==> src/rtl/ir_ambient_pkg.sv <==
// Constants, register map and state encodings of the infrared ambient configuration block.
package ir_ambient_pkg;

   // ==========================================================================
   // Register offsets
   // ==========================================================================
   localparam logic [7:0] OFS_IR_RECOVERY = 8'h1D;
   localparam logic [7:0] OFS_IR_GAIN = 8'h1E;
   localparam logic [7:0] OFS_IR_SIGNAL_RANGE_SELECT = 8'h1F;
   localparam logic [7:0] OFS_IRQ_CTRL = 8'h03;
   localparam logic [7:0] OFS_IRQ_STATUS = 8'h04;

   // ==========================================================================
   // Reset values and field positions
   // ==========================================================================
   localparam logic [7:0] RST_IR_RECOVERY = 8'h70;
   localparam logic [7:0] RST_IR_GAIN = 8'h00;
   localparam logic [7:0] RST_IR_SIGNAL_RANGE_SELECT = 8'h00;
   localparam logic [7:0] RST_IRQ_CTRL = 8'h00;
   localparam logic [7:0] MASK_IR_RECOVERY = 8'h70;
   localparam int RECOVERY_LSB = 4;
   localparam int GAIN_LSB = 0;
   localparam int RANGE_BIT = 5;
   localparam int IRQ_EN_BIT = 0;
   localparam int IRQ_PEND_BIT = 0;
   localparam int LOW_POWER_BIT = 1;

   // ==========================================================================
   // Sequencer revision and timing
   // ==========================================================================
   localparam logic [7:0] SEQ_REV_MIN = 8'h03;
   localparam int SYS_CLK_MHZ = 125;
   localparam int ADC_CLK_NS = 50;
   localparam int ADC_CLK_CYC_INT = (ADC_CLK_NS * SYS_CLK_MHZ + 999) / 1000;
   localparam logic [9:0] ADC_CLK_CYC = 10'(ADC_CLK_CYC_INT);
   localparam logic [9:0] INTEG_ADC_CLKS = 10'h010;

   // ==========================================================================
   // Conversion sequencer states, Gray along idle, recover, integrate
   // ==========================================================================
   typedef enum logic [1:0] {
      ST_IDLE = 2'h0,
      ST_RECOVER = 2'h1,
      ST_INTEG = 2'h3
   } conv_state_e;

endpackage : ir_ambient_pkg

==> src/rtl/ir_conv_if.sv <==
// Interface between the register front end and the conversion timer.
`timescale 1ns/1ps
interface ir_conv_if;
   logic start;
   logic [2:0] gain;
   logic [2:0] rec_sel;
   logic adc_tick;
   logic recovering;
   logic integrating;
   logic done;

   modport ctl (output start, output gain, output rec_sel,
                input adc_tick, input recovering, input integrating, input done);
   modport tmr (input start, input gain, input rec_sel,
                output adc_tick, output recovering, output integrating, output done);
endinterface : ir_conv_if

==> src/rtl/ir_conv_timer.sv <==
// Conversion timer: divided ADC clock, recovery wait and integration window.
`timescale 1ns/1ps
module ir_conv_timer (
   // Clock and reset.
   input wire logic sys_clk,
   input wire logic rstn,
   // Link to the register front end.
   ir_conv_if.tmr c
);
   import ir_ambient_pkg::*;

   conv_state_e state, next_state;
   logic [9:0] cnt, next_cnt;
   logic [9:0] ticks, next_ticks;
   logic [2:0] gain_q, next_gain_q;
   logic [2:0] rec_q, next_rec_q;
   logic next_tick, next_done;
   logic [9:0] period;
   logic [9:0] target;
   logic [9:0] rec_len;

   // ==========================================================================
   // Sequencer
   // ==========================================================================
   // Gain and recovery are latched at start so a mid-conversion write cannot skew one window.
   always_comb begin
      period = 10'(ADC_CLK_CYC << gain_q);
      rec_len = (rec_q == 3'h0) ? 10'h001 : 10'((10'h004 << rec_q) - 10'h001);
      target = (state == ST_RECOVER) ? rec_len : INTEG_ADC_CLKS;
      next_state = state;
      next_cnt = cnt;
      next_ticks = ticks;
      next_gain_q = gain_q;
      next_rec_q = rec_q;
      next_tick = 1'b0;
      next_done = 1'b0;
      case (state)
         ST_IDLE: begin
            if (c.start) begin
               next_gain_q = c.gain;
               next_rec_q = c.rec_sel;
               next_cnt = 10'h000;
               next_ticks = 10'h000;
               next_state = ST_RECOVER;
            end
         end
         default: begin
            if (cnt == period - 10'h001) begin
               next_cnt = 10'h000;
               next_tick = 1'b1;
               if (ticks + 10'h001 == target) begin
                  next_ticks = 10'h000;
                  if (state == ST_RECOVER) begin
                     next_state = ST_INTEG;
                  end else begin
                     next_state = ST_IDLE;
                     next_done = 1'b1;
                  end
               end else begin
                  next_ticks = ticks + 10'h001;
               end
            end else begin
               next_cnt = cnt + 10'h001;
            end
         end
      endcase
   end

   // Registers of the sequencer; all outputs come from here.
   always_ff @(posedge sys_clk) begin
      if (!rstn) begin
         state <= ST_IDLE;
         cnt <= 10'h000;
         ticks <= 10'h000;
         gain_q <= 3'h0;
         rec_q <= 3'h0;
         c.adc_tick <= 1'b0;
         c.done <= 1'b0;
         c.recovering <= 1'b0;
         c.integrating <= 1'b0;
      end else begin
         state <= next_state;
         cnt <= next_cnt;
         ticks <= next_ticks;
         gain_q <= next_gain_q;
         rec_q <= next_rec_q;
         c.adc_tick <= next_tick;
         c.done <= next_done;
         c.recovering <= (next_state == ST_RECOVER);
         c.integrating <= (next_state == ST_INTEG);
      end
   end

   // ==========================================================================
   // Checks
   // ==========================================================================
   logic [9:0] gap;
   logic gap_valid;
   logic [9:0] rec_seen;

   // Helper: cycles since last tick and ticks seen before integration.
   always_ff @(posedge sys_clk) begin
      if (!rstn || (state == ST_IDLE && c.start)) begin
         gap <= 10'h000;
         gap_valid <= 1'b0;
         rec_seen <= 10'h000;
      end else begin
         gap <= c.adc_tick ? 10'h001 : gap + 10'h001;
         gap_valid <= gap_valid | c.adc_tick;
         rec_seen <= rec_seen + ((c.adc_tick && !c.integrating) ? 10'h001 : 10'h000);
      end
   end

   property p_tick_period;
      @(posedge sys_clk) disable iff (!rstn)
      (c.adc_tick && gap_valid) |-> (gap == 10'(ADC_CLK_CYC << gain_q));
   endproperty
   a_tick_period: assert property (p_tick_period) else $error("ADC tick spacing wrong for gain.");

   property p_div16;
      @(posedge sys_clk) disable iff (!rstn)
      (c.adc_tick && gap_valid && gain_q == 3'h4) |-> (gap == 10'(ADC_CLK_CYC * 16));
   endproperty
   a_div16: assert property (p_div16) else $error("Gain 4 does not divide by 16.");

   property p_recovery;
      @(posedge sys_clk) disable iff (!rstn)
      $rose(c.integrating) |-> (rec_seen + 10'h001 == rec_len);
   endproperty
   a_recovery: assert property (p_recovery) else $error("Recovery length mismatch.");

   c_conv_done: cover property (@(posedge sys_clk) disable iff (!rstn) c.done);
endmodule : ir_conv_timer

==> src/rtl/ir_ambient_cfg.sv <==
// Infrared ambient configuration registers, conversion control and interrupt pin.
//
// Decided for this implementation: the address-and-strobe port.
`timescale 1ns/1ps
module ir_ambient_cfg #(
   parameter logic [7:0] SEQ_REV = ir_ambient_pkg::SEQ_REV_MIN
) (
   // Clock and reset.
   input wire logic sys_clk,
   input wire logic rstn,
   // Register port.
   input wire logic [7:0] reg_addr,
   input wire logic [7:0] reg_wdata,
   input wire logic reg_wr,
   input wire logic reg_rd,
   output logic [7:0] reg_rdata,
   // Measurement path.
   input wire logic conv_start,
   output logic adc_tick,
   output logic recovering,
   output logic integrating,
   output logic conv_done,
   output logic ir_signal_range_select,
   // Open-drain interrupt pin.
   input wire logic int_in,
   output logic int_out,
   output logic int_oe,
   output logic low_power_mode
);
   import ir_ambient_pkg::*;

   localparam logic REV_OK = (SEQ_REV >= SEQ_REV_MIN);

   ir_conv_if conv ();

   ir_conv_timer u_timer (
      .sys_clk(sys_clk),
      .rstn(rstn),
      .c(conv.tmr)
   );

   logic [7:0] ir_integration_scale, next_ir_integration_scale;
   logic [7:0] ir_signal_range_select_param, next_ir_signal_range_select_param;
   logic [7:0] ir_recovery_param, next_ir_recovery_param;
   logic irq_en, next_irq_en;
   logic irq_pend, next_irq_pend;
   logic next_range_sel;
   logic [7:0] next_rdata;
   logic [2:0] gain_eff, next_gain_eff;
   logic lp_caught, next_lp_caught;
   logic next_low_power;
   logic wr_gain, wr_range;

   // ==========================================================================
   // Register writes and derived settings
   // ==========================================================================
   // Derived settings follow the next register values so they track a write in one cycle.
   always_comb begin
      wr_gain = reg_wr && (reg_addr == OFS_IR_GAIN);
      wr_range = reg_wr && (reg_addr == OFS_IR_SIGNAL_RANGE_SELECT);
      next_ir_integration_scale = ir_integration_scale;
      next_ir_signal_range_select_param = ir_signal_range_select_param;
      next_ir_recovery_param = ir_recovery_param;
      next_irq_en = irq_en;
      if (wr_gain) begin
         next_ir_integration_scale = reg_wdata;
      end else if (wr_range) begin
         // Reserved bits are stored as written; the host keeps them intact.
         next_ir_signal_range_select_param = reg_wdata;
      end else if (reg_wr && reg_addr == OFS_IR_RECOVERY) begin
         next_ir_recovery_param = reg_wdata & MASK_IR_RECOVERY;
      end else if (reg_wr && reg_addr == OFS_IRQ_CTRL) begin
         next_irq_en = reg_wdata[IRQ_EN_BIT];
      end
      // Only bits 2:0 steer the divider; older sequencers see no scaling.
      next_gain_eff = REV_OK ? next_ir_integration_scale[GAIN_LSB +: 3] : 3'h0;
      next_range_sel = REV_OK && next_ir_signal_range_select_param[RANGE_BIT];
   end

   // Register bank state.
   always_ff @(posedge sys_clk) begin
      if (!rstn) begin
         ir_integration_scale <= RST_IR_GAIN;
         ir_signal_range_select_param <= RST_IR_SIGNAL_RANGE_SELECT;
         ir_recovery_param <= RST_IR_RECOVERY;
         irq_en <= RST_IRQ_CTRL[IRQ_EN_BIT];
         gain_eff <= 3'h0;
         ir_signal_range_select <= 1'b0;
      end else begin
         ir_integration_scale <= next_ir_integration_scale;
         ir_signal_range_select_param <= next_ir_signal_range_select_param;
         ir_recovery_param <= next_ir_recovery_param;
         irq_en <= next_irq_en;
         gain_eff <= next_gain_eff;
         ir_signal_range_select <= next_range_sel;
      end
   end

   // Timer control; a start while a conversion runs is ignored by the timer.
   assign conv.start = conv_start;
   assign conv.gain = gain_eff;
   assign conv.rec_sel = ir_recovery_param[RECOVERY_LSB +: 3];

   // ==========================================================================
   // Read port, interrupt pin and power-up strap
   // ==========================================================================
   // Read data stand for one cycle only; unmapped reads return zero.
   always_comb begin
      next_rdata = 8'h00;
      if (reg_rd) begin
         if (reg_addr == OFS_IR_GAIN) begin
            next_rdata = ir_integration_scale;
         end else if (reg_addr == OFS_IR_SIGNAL_RANGE_SELECT) begin
            next_rdata = ir_signal_range_select_param;
         end else if (reg_addr == OFS_IR_RECOVERY) begin
            next_rdata = ir_recovery_param;
         end else if (reg_addr == OFS_IRQ_CTRL) begin
            next_rdata[IRQ_EN_BIT] = irq_en;
         end else if (reg_addr == OFS_IRQ_STATUS) begin
            next_rdata[IRQ_PEND_BIT] = irq_pend;
            next_rdata[LOW_POWER_BIT] = low_power_mode;
         end
      end
      // A finishing conversion beats a same-cycle write-one clear when irq_en is set.
      next_irq_pend = irq_pend;
      if (reg_wr && reg_addr == OFS_IRQ_STATUS && reg_wdata[IRQ_PEND_BIT]) begin
         next_irq_pend = 1'b0;
      end
      if (conv.done && irq_en) begin
         next_irq_pend = 1'b1;
      end
      // The pin level is caught once, in the first cycle after reset release.
      next_lp_caught = 1'b1;
      next_low_power = lp_caught ? low_power_mode : int_in;
   end

   // Output and status flops; the pin is only ever pulled low.
   always_ff @(posedge sys_clk) begin
      if (!rstn) begin
         reg_rdata <= 8'h00;
         irq_pend <= 1'b0;
         int_out <= 1'b0;
         int_oe <= 1'b0;
         lp_caught <= 1'b0;
         low_power_mode <= 1'b0;
         adc_tick <= 1'b0;
         recovering <= 1'b0;
         integrating <= 1'b0;
         conv_done <= 1'b0;
      end else begin
         reg_rdata <= next_rdata;
         irq_pend <= next_irq_pend;
         int_out <= 1'b0;
         int_oe <= next_irq_pend;
         lp_caught <= next_lp_caught;
         low_power_mode <= next_low_power;
         adc_tick <= conv.adc_tick;
         recovering <= conv.recovering;
         integrating <= conv.integrating;
         conv_done <= conv.done;
      end
   end

   // ==========================================================================
   // Checks
   // ==========================================================================
   property p_range_sel;
      @(posedge sys_clk) disable iff (!rstn)
      wr_range |=> (ir_signal_range_select == (REV_OK && $past(reg_wdata[RANGE_BIT])));
   endproperty
   a_range_sel: assert property (p_range_sel) else $error("Range select does not follow bit 5.");

   property p_reset_zero;
      @(posedge sys_clk)
      !rstn |=> (ir_integration_scale == 8'h00 && ir_signal_range_select_param == 8'h00);
   endproperty
   a_reset_zero: assert property (p_reset_zero) else $error("Gain or range not zero after reset.");

   property p_old_rev;
      @(posedge sys_clk) disable iff (!rstn)
      !REV_OK |-> (gain_eff == 3'h0 && !ir_signal_range_select);
   endproperty
   a_old_rev: assert property (p_old_rev) else $error("Settings active on old revision.");

   property p_int_low_only;
      @(posedge sys_clk) disable iff (!rstn)
      $rose(int_oe) |-> (!int_out && $past(conv.done) && $past(irq_en));
   endproperty
   a_int_low_only: assert property (p_int_low_only) else $error("Interrupt pin driven without cause.");

   property p_gain_ignore_high;
      @(posedge sys_clk) disable iff (!rstn)
      wr_gain |=> (gain_eff == (REV_OK ? $past(reg_wdata[2:0]) : 3'h0));
   endproperty
   a_gain_ignore_high: assert property (p_gain_ignore_high) else $error("Gain uses reserved bits.");

   // A clear with no finishing conversion in the same cycle must let the wire go.
   property p_irq_clear;
      @(posedge sys_clk) disable iff (!rstn)
      (reg_wr && reg_addr == OFS_IRQ_STATUS && reg_wdata[IRQ_PEND_BIT] && !conv.done) |=> !int_oe;
   endproperty
   a_irq_clear: assert property (p_irq_clear) else $error("Pin not released on clear.");

   // Without a clear the pin keeps pulling low, so a slow host cannot miss the event.
   property p_irq_hold;
      @(posedge sys_clk) disable iff (!rstn)
      (int_oe && !(reg_wr && reg_addr == OFS_IRQ_STATUS && reg_wdata[IRQ_PEND_BIT])) |=> int_oe;
   endproperty
   a_irq_hold: assert property (p_irq_hold) else $error("Pin released without clear.");

   // Once caught, the power-up level must ignore later activity on the wire, our own pulls included.
   property p_low_power_hold;
      @(posedge sys_clk) disable iff (!rstn)
      lp_caught |=> $stable(low_power_mode);
   endproperty
   a_low_power_hold: assert property (p_low_power_hold) else $error("Power-up level moved.");

   c_low_power: cover property (@(posedge sys_clk) disable iff (!rstn) low_power_mode && int_oe);
   c_irq: cover property (@(posedge sys_clk) disable iff (!rstn) $rose(int_oe));
   c_high_range: cover property (@(posedge sys_clk) disable iff (!rstn) ir_signal_range_select && conv_done);
   c_b2b_wr: cover property (@(posedge sys_clk) disable iff (!rstn) wr_gain ##1 wr_range);
endmodule : ir_ambient_cfg

==> config.mk <==
export PLATFORM = sky130hd
export DESIGN_NAME = ir_ambient_cfg
export DESIGN_NICKNAME = d
export VERILOG_FILES = /design/src/rtl/ir_ambient_pkg.sv /design/src/rtl/ir_conv_if.sv /design/src/rtl/ir_conv_timer.sv /design/src/rtl/ir_ambient_cfg.sv
export SDC_FILE = /design/constraint.sdc
export NUM_CORES = 1
export LEC_CHECK = 0
export BUFFER_PORTS_ARGS = -buffer_cell sky130_fd_sc_hd__buf_2
export CAP_MARGIN = 20
export CORE_ASPECT_RATIO = 0.6
export CORE_MARGIN = 4
export CORE_UTILIZATION = 30
export CTS_BUF_LIST = sky130_fd_sc_hd__clkbuf_4 sky130_fd_sc_hd__clkbuf_8
export DETAILED_ROUTE_END_ITERATION = 8
export SLEW_MARGIN = 20
export SYNTH_ARGS = -nofsm -noshare
export SYNTH_HDL_FRONTEND = slang
export SYNTH_SLANG_ARGS = --single-unit
==> constraint.sdc <==
create_clock -name sys_clk -period 6.1 [get_ports sys_clk]
set_clock_uncertainty 0.1 [all_clocks]
set_input_delay 0.305 -clock sys_clk [delete_from_list [all_inputs] [get_ports sys_clk]]
set_output_delay 0.305 -clock sys_clk [all_outputs]
set_load 0.1 [all_outputs]
==> results of run 1 <==
## report_power, final
part	internal (mW)	switching [mW]
sequential	0.442	0.00639
combinational	0.0220	0.0447
clock	0.242	0.177
total	0.706	0.228
## state kept, by name (all words and copies together), names as in the netlist, 3 cells and up, named ones only
register	cells
u_timer.rec_q	3
reg_rdata	8
ir_signal_range_select_param	8
u_timer.gain_q	3
u_timer.cnt	10
ir_recovery_param	3
u_timer.ticks	10
ir_integration_scale	8
## synthesized netlist by cell type, types with 5 or more instances
library cell and count:
a21oi_1 12, and2_1 9, nand2_1 53, nor4_1 6, xor2_1 7, nand3_1 31
nor2_1 23, xnor2_1 7, a21boi_0 18, nor3_1 20, clkbuf_1 16, mux2i_1 15
buf_2 6, inv_1 5, o21ai_0 12, nor2b_1 14, and3_1 5, a21o_1 13
nand2b_1 5, dfxtp_1 67
## stage by stage
step	instances	hold WS, ps	area [sq um]	power (mW)	util [%]
finish	606	113	3970	0.933	35.0
global route	606	104	3970	0.972	35.0
CTS	606	103	3970	0.944	35.0
detailed placement	590	331	3750	0.524	33.0
global placement	590	317	3750	0.523	33.0
floorplan	421	233	3490	0.504	-
## final cells by class
type                    instances  area (sq um)
repair buffers                 36           180
multi-input cells             322          2010
clock inverters                 6          87.6
inverters                       5          18.8
well taps                     160           200
clock buffers                  10           138
fillers                      1204          7360
flip-flops and latches         67          1340
## worst paths after layout
kind | slack (ps) | cells past startpoint | endpoint
max reg2reg | 3000 | 9 | u_timer.cnt[4]$_SDFFE_PN0P_
min | 110 | 3 | low_power_mode$_SDFFE_PN0N_
max | 3000 | 9 | u_timer.cnt[4]$_SDFFE_PN0P_
min reg2reg | 340 | 1 | integrating$_SDFF_PN0_
## per-layer routing
| metal | GRT usage (%) | up-vias |
|---|---|---|
| met2 | 16.9 | 93 |
| met4 | 3.72 | 0 |
| met5 | 0 | - |
| li1 | - | 1544 |
| met3 | 3.59 | 11 |
| met1 | 18.9 | 1450 |
## cell families after synthesis
group | count (synthesis) | synth area share [%]
muxes | 16 | 4.62
xor gates and xnor gates | 15 | 4.19
AOI/OAI and AO/OA | 91 | 18.3
adders and majority gates | 3 | 1.07
DFF | 67 | 38.4
other | 1 | 0.107
and+or+nand+nor | 196 | 29.1
buffers and inverters | 32 | 4.19
## worst max-delay path, delay by kind of cell (launching register included)
kind | cells | cell delay [ps]
simple gates | 3 | 740
fa+ha+maj | 1 | 260
flops | 1 | 460
compound gates | 5 | 1440
==> flow_metrics.tcl, run 1 <==
set metrics [dict create \
    outcome "completed" \
    grt_max_degree 55 \
    m1WireLength_mm 4.31 \
    ys_seq_elements 67 \
    fin_setup_tns_ps 0 \
    die_y_um 91.6 \
    fp.dieArea_sq_um 13500 \
    layout_commonest_cell "dfxtp_1" \
    rows 30 \
    min_period_ps 3100 \
    slowest_stage "o211ai_1" \
    hpwl_mm 6.23 \
    syn_avg_cell_area_sq_um 8.30 \
    start_kind "register" \
    clock.fmax_ghz 0.323 \
    grt_setup_unrepaired "false" \
    setup_violations 0 \
    postCtsHoldBufs 0 \
    min_path_type "in -> reg" \
    cts_tree "done" \
    layout-drive-gt1-share_pct 13.5 \
    worst_pin_slew_ps 841 \
    cts_setup_buffers 0 \
    top_layer "met4" \
    critical_path_class "reg -> reg" \
    wl_per_cell_um 13.9 \
    antenna_found_initial 0 \
    critical_path.startpoint "u_timer.gain_q[1]$_SDFFE_PN0P_" \
    path_clk_slew_ps 70 \
    synth_area_sq_um 3490 \
    relSlewSlack_pct 43.9 \
    synth_area_leaders "dfxtp_1, nand2_1, nand3_1" \
    firstDrtPassIters 5 \
    worstReg2RegStart "u_timer.gain_q[1]$_SDFFE_PN0P_" \
    postRouteAntennaNets 0 \
    met2WireLength_mm 3.40 \
    cts_resized 0 \
    arrival_ps 3250 \
    post-synth-top-area-cell "dfxtp_1" \
    yosys_warnings 0 \
    setup_slack_ps 3000 \
    ios 38 \
    cts_inserted_buffers 9 \
    drcViolationCount 0 \
    ir_drop_v 0.0000875 \
    synth_edf_count 0 \
    worstPathRequired_ps 6250 \
    async_flop_share_pct 0 \
    vias 3098 \
    synth_top_area_share_pct 38.4 \
    grt_pass1_wl_mm 13.8 \
    finalCritPeriodShare_pct 50.8 \
    root_buffer "clkbuf_8" \
    clockBufferDepth 2 \
    synthFlopType "dfxtp_1" \
    syn2layout_area_growth_pct 13.7 \
    h-tree-depth 3 \
    p_leak_nw 1.58 \
    wl_met3_um 585 \
    drtIter0Drc 307 \
    path_cells "or2_1, ha_1, and3b_1, a2111oi_2, o21ai_1, or2_1, o211ai_1, o21ai_0, a21o_1" \
    routed_wl_mm 8.40 \
    report.final.slew_viol_count 0 \
    syn_inst 421 \
    gp_congestion 0.820 \
    ys_seq_area_share_pct 38.4 \
    cts_sinks 67 \
    drv_cap 0 \
    insertedDiodeCount 0 \
    synthDistinctLibCells 63 \
    core_area_sq_um 11300 \
    finalHoldViolCount 0 \
    cpPeakStageDelay_ps 580 \
    cp_max_fo 17 \
    cpMostUsedCell "or2_1" \
    grt_usage_pct 12.5 \
    final_cell_mix "dfxtp_1, nand2_1, buf_2, nand3_1, nor2_1" \
    clk_latency_ps 350 \
    vias_per_cell 5.11 \
    cp-end-kind "register" \
    io_buffers 36 \
    powerDensity_nw_per_um2 235 \
    grt_pass1_vias 2741 \
    overflow 0 \
    fin_nets 466 \
    pre_cts_slack_ps 3020 \
    die_width_um 147 \
    syn_nets 446 \
    initial_core_util_pct 30.8 \
    hold_path.startpoint "int_in" \
]
Power figures use the tool's default switching activity.
==> inputs of run 2 (changes only) <==
--- a/config.mk
+++ b/config.mk
@@ -5,6 +5,7 @@
 export SDC_FILE = /design/constraint.sdc
 export NUM_CORES = 1
 export LEC_CHECK = 0
+export ABC_AREA = 1
 export BUFFER_PORTS_ARGS = -buffer_cell sky130_fd_sc_hd__buf_2
 export CAP_MARGIN = 20
 export CORE_ASPECT_RATIO = 0.6
==> constraint.sdc (replaced) <==
create_clock -name sys_clk -period 2.8 [get_ports sys_clk]
set_clock_uncertainty 0.1 [all_clocks]
set_input_delay 0.14 -clock sys_clk [delete_from_list [all_inputs] [get_ports sys_clk]]
set_output_delay 0.14 -clock sys_clk [all_outputs]
set_load 0.1 [all_outputs]
==> run 2 against run 1 <==
Effect of this change: die area increased by 1.6%; count of clock-buffer cells in the layout decreased by 1; routed wire length increased by 11%; worst hold slack got worse by 57 ps; cell area increased by 5.0%; critical path depth increased by 5; first-iteration DRC count decreased by 12%; sequential power increased by 120%; largest cell class unchanged; highest routed layer unchanged.
==> flow_metrics.tcl, run 2 <==
set metrics [dict create \
    syn_inst 536 \
    cts_sinks 67 \
    synth_area_sq_um 3550 \
    firstDrtPassIters 5 \
    clk_latency_ps 350 \
    synthDistinctLibCells 34 \
    start_kind "register" \
    multi_input_area_sq_um 1880 \
    ys_seq_area_share_pct 37.7 \
    grt_max_degree 28 \
    worstReg2RegEnd "u_timer.ticks[0]$_SDFFE_PN0P_" \
    final_cell_mix "nand2_1, dfxtp_1, nand3_1, inv_1, a21oi_1" \
    grt_pass1_wl_mm 15.6 \
    cts_setup_buffers 0 \
    worst_pin_slew_ps 852 \
    path_clk_slew_ps 80 \
    h-tree-depth 3 \
    report.final.slew_viol_count 0 \
    yosysMostFrequentCell "nand2_1" \
    hold-path-endpoint "reg_rdata[0]$_SDFF_PN0_" \
    hpwl_mm 6.87 \
    critical_path.startpoint "u_timer.gain_q[2]$_SDFFE_PN0P_" \
    fp.dieArea_sq_um 13700 \
    routed_wl_mm 9.30 \
    core_area_sq_um 11400 \
    ir_drop_v 0.000210 \
    cts_inserted_buffers 9 \
    setup_violations 0 \
    n_fill_cell 1219 \
    arrival_ps 2580 \
    fin_setup_tns_ps 0 \
    min_period_ps 2430 \
    wl_per_cell_um 12.5 \
    clockBufferDepth 2 \
    cp-end-kind "register" \
    place_area_sq_um 3850 \
    initial_core_util_pct 31.0 \
    synth_top_cells_by_count "nand2_1, dfxtp_1, nand3_1" \
    powerDensity_nw_per_um2 488 \
    cp_max_fo 11 \
    seq_area_sq_um 1340 \
    placed_cells 716 \
    worstRegToRegCells 14 \
    final_cell_area_sq_um 4170 \
    rows 30 \
    die_width_um 149 \
    syn_avg_cell_area_sq_um 6.63 \
    hold_path.startpoint "reg_rd" \
    drtIter0Drc 270 \
    cts_tree "done" \
    vias 3502 \
    worstHoldPathCells 3 \
    ios 38 \
    syn_nets 561 \
    layout_commonest_cell "nand2_1" \
    worstReg2RegStart "u_timer.gain_q[2]$_SDFFE_PN0P_" \
    drv_cap 0 \
    critical_path_class "reg -> reg" \
    overflow 0 \
    syn2layout_area_growth_pct 17.4 \
    r2r_slack_ps 370 \
    insertedDiodeCount 0 \
    largestRegisters "u_timer.cnt (10), u_timer.ticks (10)" \
    worstPathRequired_ps 2950 \
    post-synth-top-area-cell "dfxtp_1" \
    layout-drive-gt1-share_pct 15.6 \
    grt_usage_pct 14.1 \
    synthFlopType "dfxtp_1" \
    synth_top_area_share_pct 37.7 \
    stdcell_count 744 \
    outcome "completed" \
    root_buffer "clkbuf_8" \
    finalHoldViolCount 0 \
    postRouteAntennaNets 0 \
    vias_per_cell 4.71 \
    p_leak_nw 1.82 \
    drcViolationCount 0 \
    ys_seq_elements 67 \
    antenna_found_initial 0 \
    io_buffers 36 \
    grt_setup_unrepaired "false" \
    clock.fmax_ghz 0.412 \
    yosys_warnings 0 \
    synth_area_leaders "dfxtp_1, nand2_1, nand3_1" \
    finalCritPeriodShare_pct 86.7 \
    gp_congestion 0.895 \
    die_y_um 92.3 \
    final_util_pct 36.4 \
    fin_nets 604 \
    async_flop_share_pct 0 \
    grt_pass1_vias 3269 \
    synth_edf_count 0 \
    min_path_type "in -> reg" \
    relSlewSlack_pct 43.1 \
]
## run 2: cell types whose count changed after synthesis, sizes merged, moves of 7 or more
cell | before | now
mux2i | 15 | 0
nor3 | 20 | 3
inv | 5 | 59
clkbuf | 16 | 8
nand2 | 53 | 174
nand3 | 31 | 57
nand3b | 4 | 11
a21oi | 12 | 47
nor2 | 23 | 48
a21boi | 19 | 0
nor2b | 14 | 0
nand4 | 1 | 10
a21o | 13 | 0
and2 | 9 | 0
## run 2: kinds of logic (layout without fill, tap and decap cells)
| group | after synthesis | after routing | share of synthesized area (%) |
|---|---|---|---|
| buffers and inverters | 79 | 127 | 9.26 |
| and+or+nand+nor | 306 | 306 | 39.6 |
| other | 1 | 1 | 0.106 |
| DFF | 67 | 67 | 37.7 |
| xor gates and xnor gates | 4 | 4 | 0.986 |
| AOI/OAI and AO/OA | 76 | 76 | 11.2 |
| adders and majority gates | 3 | 3 | 1.06 |
## run 2: layout make-up
type | count | share of cell area (%)
well taps | 160 | 4.80
inverters | 61 | 5.52
clock inverters | 7 | 1.83
repair buffers | 50 | 7.56
multi-input cells | 390 | 45.2
flip-flops and latches | 67 | 32.2
clock buffers | 9 | 2.97
## run 2: routing by layer
layer | up-vias | track usage [%] | routed length (um)
li1 | 1805 | - | -
met1 | 1545 | 19.8 | 4660
met2 | 139 | 20.1 | 3630
met3 | 13 | 5.38 | 910
met4 | 0 | 3.61 | 95
met5 | - | 0 | 0
## run 2: worst max-delay path by stage
stage                                          endpoint  slack (ps)  cells after the start
after floorplan           u_timer.ticks[0]$_SDFFE_PN0P_         800                     15
after global placement    u_timer.ticks[0]$_SDFFE_PN0P_         530                     14
after detailed placement  u_timer.ticks[0]$_SDFFE_PN0P_         410                     14
after CTS                 u_timer.ticks[0]$_SDFFE_PN0P_         390                     14
after global routing      u_timer.ticks[0]$_SDFFE_PN0P_         170                     14
final                     u_timer.ticks[0]$_SDFFE_PN0P_         370                     14
## run 2: stage by stage
stage                     setup WS (ps)  power [mW]  hold slack (ps)
after global routing                166        2.14             66.6
after floorplan                     801        1.16             67.7
after global placement              533        1.21              293
after CTS                           390        2.06             41.8
final                               373        2.04             55.5
after detailed placement            413        1.21              303
## run 2: timing repair
item / 4_1_cts / 5_1_grt
hold buffers: 12 / 0
endpoints found under the hold margin: 19 / 0
gates resized for setup: 0 / 0
## run 2: report_power, final
group	leakage (nW)	total [mW]	switching [mW]	internal (mW)
Clock	0.0962	0.829	0.412	0.417
Combinational	1.19	0.224	0.151	0.0721
Sequential	0.543	0.983	0.0170	0.966
Total	1.82	2.04	0.581	1.45
## run 2: critical path: stages, from the launching register on
cell	delay (ps)
dfxtp_1	530
inv_1	170
nand2_2	110
ha_1	210
nand3_1	110
nand3_1	180
nand2_1	70
nor2_1	110
nand2_1	70
nor2_2	100
inv_1	60
nand2_2	80
nand2_2	160
o21ai_0	200
nor2_1	60
==> inputs of run 3 (changes only) <==
--- a/config.mk
+++ b/config.mk
@@ -6,7 +6,7 @@
 export NUM_CORES = 1
 export LEC_CHECK = 0
 export ABC_AREA = 1
-export BUFFER_PORTS_ARGS = -buffer_cell sky130_fd_sc_hd__buf_2
+export BUFFER_PORTS_ARGS = -buffer_cell sky130_fd_sc_hd__clkbuf_2
 export CAP_MARGIN = 20
 export CORE_ASPECT_RATIO = 0.6
 export CORE_MARGIN = 4
==> run 3 against run 2 <==
Effect of this change: non-clock buffer count rose by 1; clock power rose by 1%; sequential power barely moved; setup slack got worse by 25 ps; worst hold slack got worse by 19 ps; combinational power barely moved; cell count rose by 0.13%; total power rose by 0.48%; sequential share of layout area fell by 0.077 points; count of clock-buffer cells in the layout rose by 1; via count fell by 0.60%; critical endpoint unchanged; highest routed layer unchanged.
==> flow_metrics.tcl, run 3 (synthesis results as in run 2) <==
set metrics [dict create \
    cts_sinks 67 \
    min_path_type "in -> reg" \
    p_int_mw 1.47 \
    syn2layout_area_growth_pct 17.6 \
    fp.dieArea_sq_um 13700 \
    finalCritPeriodShare_pct 87.6 \
    hold-path-endpoint "reg_rdata[2]$_SDFF_PN0_" \
    fin_nets 605 \
    setup_violations 0 \
    ir_drop_v 0.000234 \
    grt_usage_pct 14.0 \
    ios 38 \
    critical_path_class "reg -> reg" \
    p_sw_share_pct 28.2 \
    path_clk_slew_ps 90 \
    report.final.slew_viol_count 0 \
    core_area_sq_um 11400 \
    worst_pin_slew_ps 816 \
    wl_per_cell_um 12.3 \
    holdWs_ps 36.1 \
    overflow 0 \
    min_period_ps 2450 \
    fin_setup_tns_ps 0 \
    io_buffers 36 \
    relSlewSlack_pct 45.5 \
    worstReg2RegEnd "u_timer.ticks[0]$_SDFFE_PN0P_" \
    vias_per_cell 4.67 \
    postCtsHoldBufs 12 \
    hpwl_mm 6.80 \
    routed_wl_mm 9.19 \
    largestRegisters "u_timer.cnt (10), u_timer.ticks (10)" \
    layout_commonest_cell "nand2_1" \
    final_cell_mix "nand2_1, dfxtp_1, nand3_1, inv_1, a21oi_1" \
    place_area_sq_um 3860 \
    worstRegToRegCells 14 \
    h-tree-depth 3 \
    postRouteAntennaNets 0 \
    pwr-share-seq_pct 48.1 \
    gp_congestion 0.898 \
    insertedDiodeCount 0 \
    cts_inserted_buffers 9 \
    grt_max_degree 28 \
    firstDrtPassIters 6 \
    r2r_slack_ps 350 \
    cts_setup_buffers 0 \
    cts_tree "done" \
    rows 30 \
    arrival_ps 2590 \
    final_cell_area_sq_um 4180 \
    drcViolationCount 0 \
    outcome "completed" \
    worstHoldPathCells 3 \
    layout-drive-gt1-share_pct 15.7 \
    stdcell_count 745 \
    clk_latency_ps 360 \
    powerDensity_nw_per_um2 489 \
    die_y_um 92.3 \
    start_kind "register" \
    setup_slack_ps 348 \
    hold_path.startpoint "reg_rd" \
    critical_path.startpoint "u_timer.gain_q[2]$_SDFFE_PN0P_" \
    cp-end-kind "register" \
    p_leak_nw 1.82 \
    clock.fmax_ghz 0.408 \
    p_comb_share_pct 11.0 \
    final_util_pct 36.5 \
    p_clk_share_pct 40.9 \
    pre_cts_slack_ps 381 \
    clockBufferDepth 2 \
    die_width_um 149 \
    worstPathRequired_ps 2940 \
    drv_cap 0 \
    cts_resized 0 \
    antenna_found_initial 0 \
    grt_pass1_wl_mm 15.5 \
    root_buffer "clkbuf_8" \
    vias 3481 \
    power_mw 2.05 \
    grt_pass1_vias 3234 \
    grt_setup_unrepaired "false" \
    power.switching_mw 0.576 \
    placed_cells 717 \
    initial_core_util_pct 31.0 \
    drtIter0Drc 258 \
    worstReg2RegStart "u_timer.gain_q[2]$_SDFFE_PN0P_" \
    cp_max_fo 11 \
    finalHoldViolCount 0 \
]
run 3: changes by cell type in the layout (fill, tap and decap cells not counted):
cell and change:
buf_2 -36, buf_4 +1, clkbuf_2 +36, clkbuf_4 +1, clkinv_2 -1, clkinv_4 -1, inv_6 +1
run 3: metal layers:
layer,routed length [um],vias to the layer above,track usage [%]
li1,-,1808,-
met1,4800,1552,20.7
met2,3690,112,19.8
met3,622,9,3.81
met4,75,0,3.54
met5,0,-,0
run 3: worst max-delay path by stage:
stage / end / cells past startpoint / slack, ps
after floorplan: u_timer.ticks[0]$_SDFFE_PN0P_ / 15 / 800
after global routing: u_timer.ticks[0]$_SDFFE_PN0P_ / 14 / 140
final: u_timer.ticks[0]$_SDFFE_PN0P_ / 14 / 350
after CTS: u_timer.ticks[0]$_SDFFE_PN0P_ / 14 / 360
after detailed placement: u_timer.ticks[0]$_SDFFE_PN0P_ / 14 / 380
after global placement: u_timer.ticks[0]$_SDFFE_PN0P_ / 14 / 530
run 3: worst max-delay path, cell delays in order, from the launching register on:
cell and delay [ps]:
dfxtp_1 530, inv_1 170, nand2_2 110, ha_1 200, nand3_1 130, nand3_1 180
nand2_1 70, nor2_1 100, nand2_1 70, nor2_2 100, inv_1 60, nand2_2 80
nand2_2 160, o21ai_0 220, nor2_1 70
run 3: area by class of cell:
| type | count | area [sq um] |
|---|---|---|
| clock buffer | 10 | 131 |
| clock inverter | 6 | 71.3 |
| fill | 1219 | 7270 |
| multi-input combinational | 390 | 1880 |
| sequential | 67 | 1340 |
| timing repair buffer | 51 | 323 |
| inverter | 61 | 230 |
| tap | 160 | 200 |
run 3: power by group through the flow:
stage | Sequential, mW | Clock, mW | Combinational, mW
2_1_floorplan | 1.01 | 0 | 0.149
3_3_place_gp | 1.00 | 0 | 0.206
3_5_place_dp | 1.01 | 0 | 0.210
4_1_cts | 0.983 | 0.868 | 0.224
5_1_grt | 0.986 | 0.908 | 0.250
6_report | 0.983 | 0.837 | 0.225
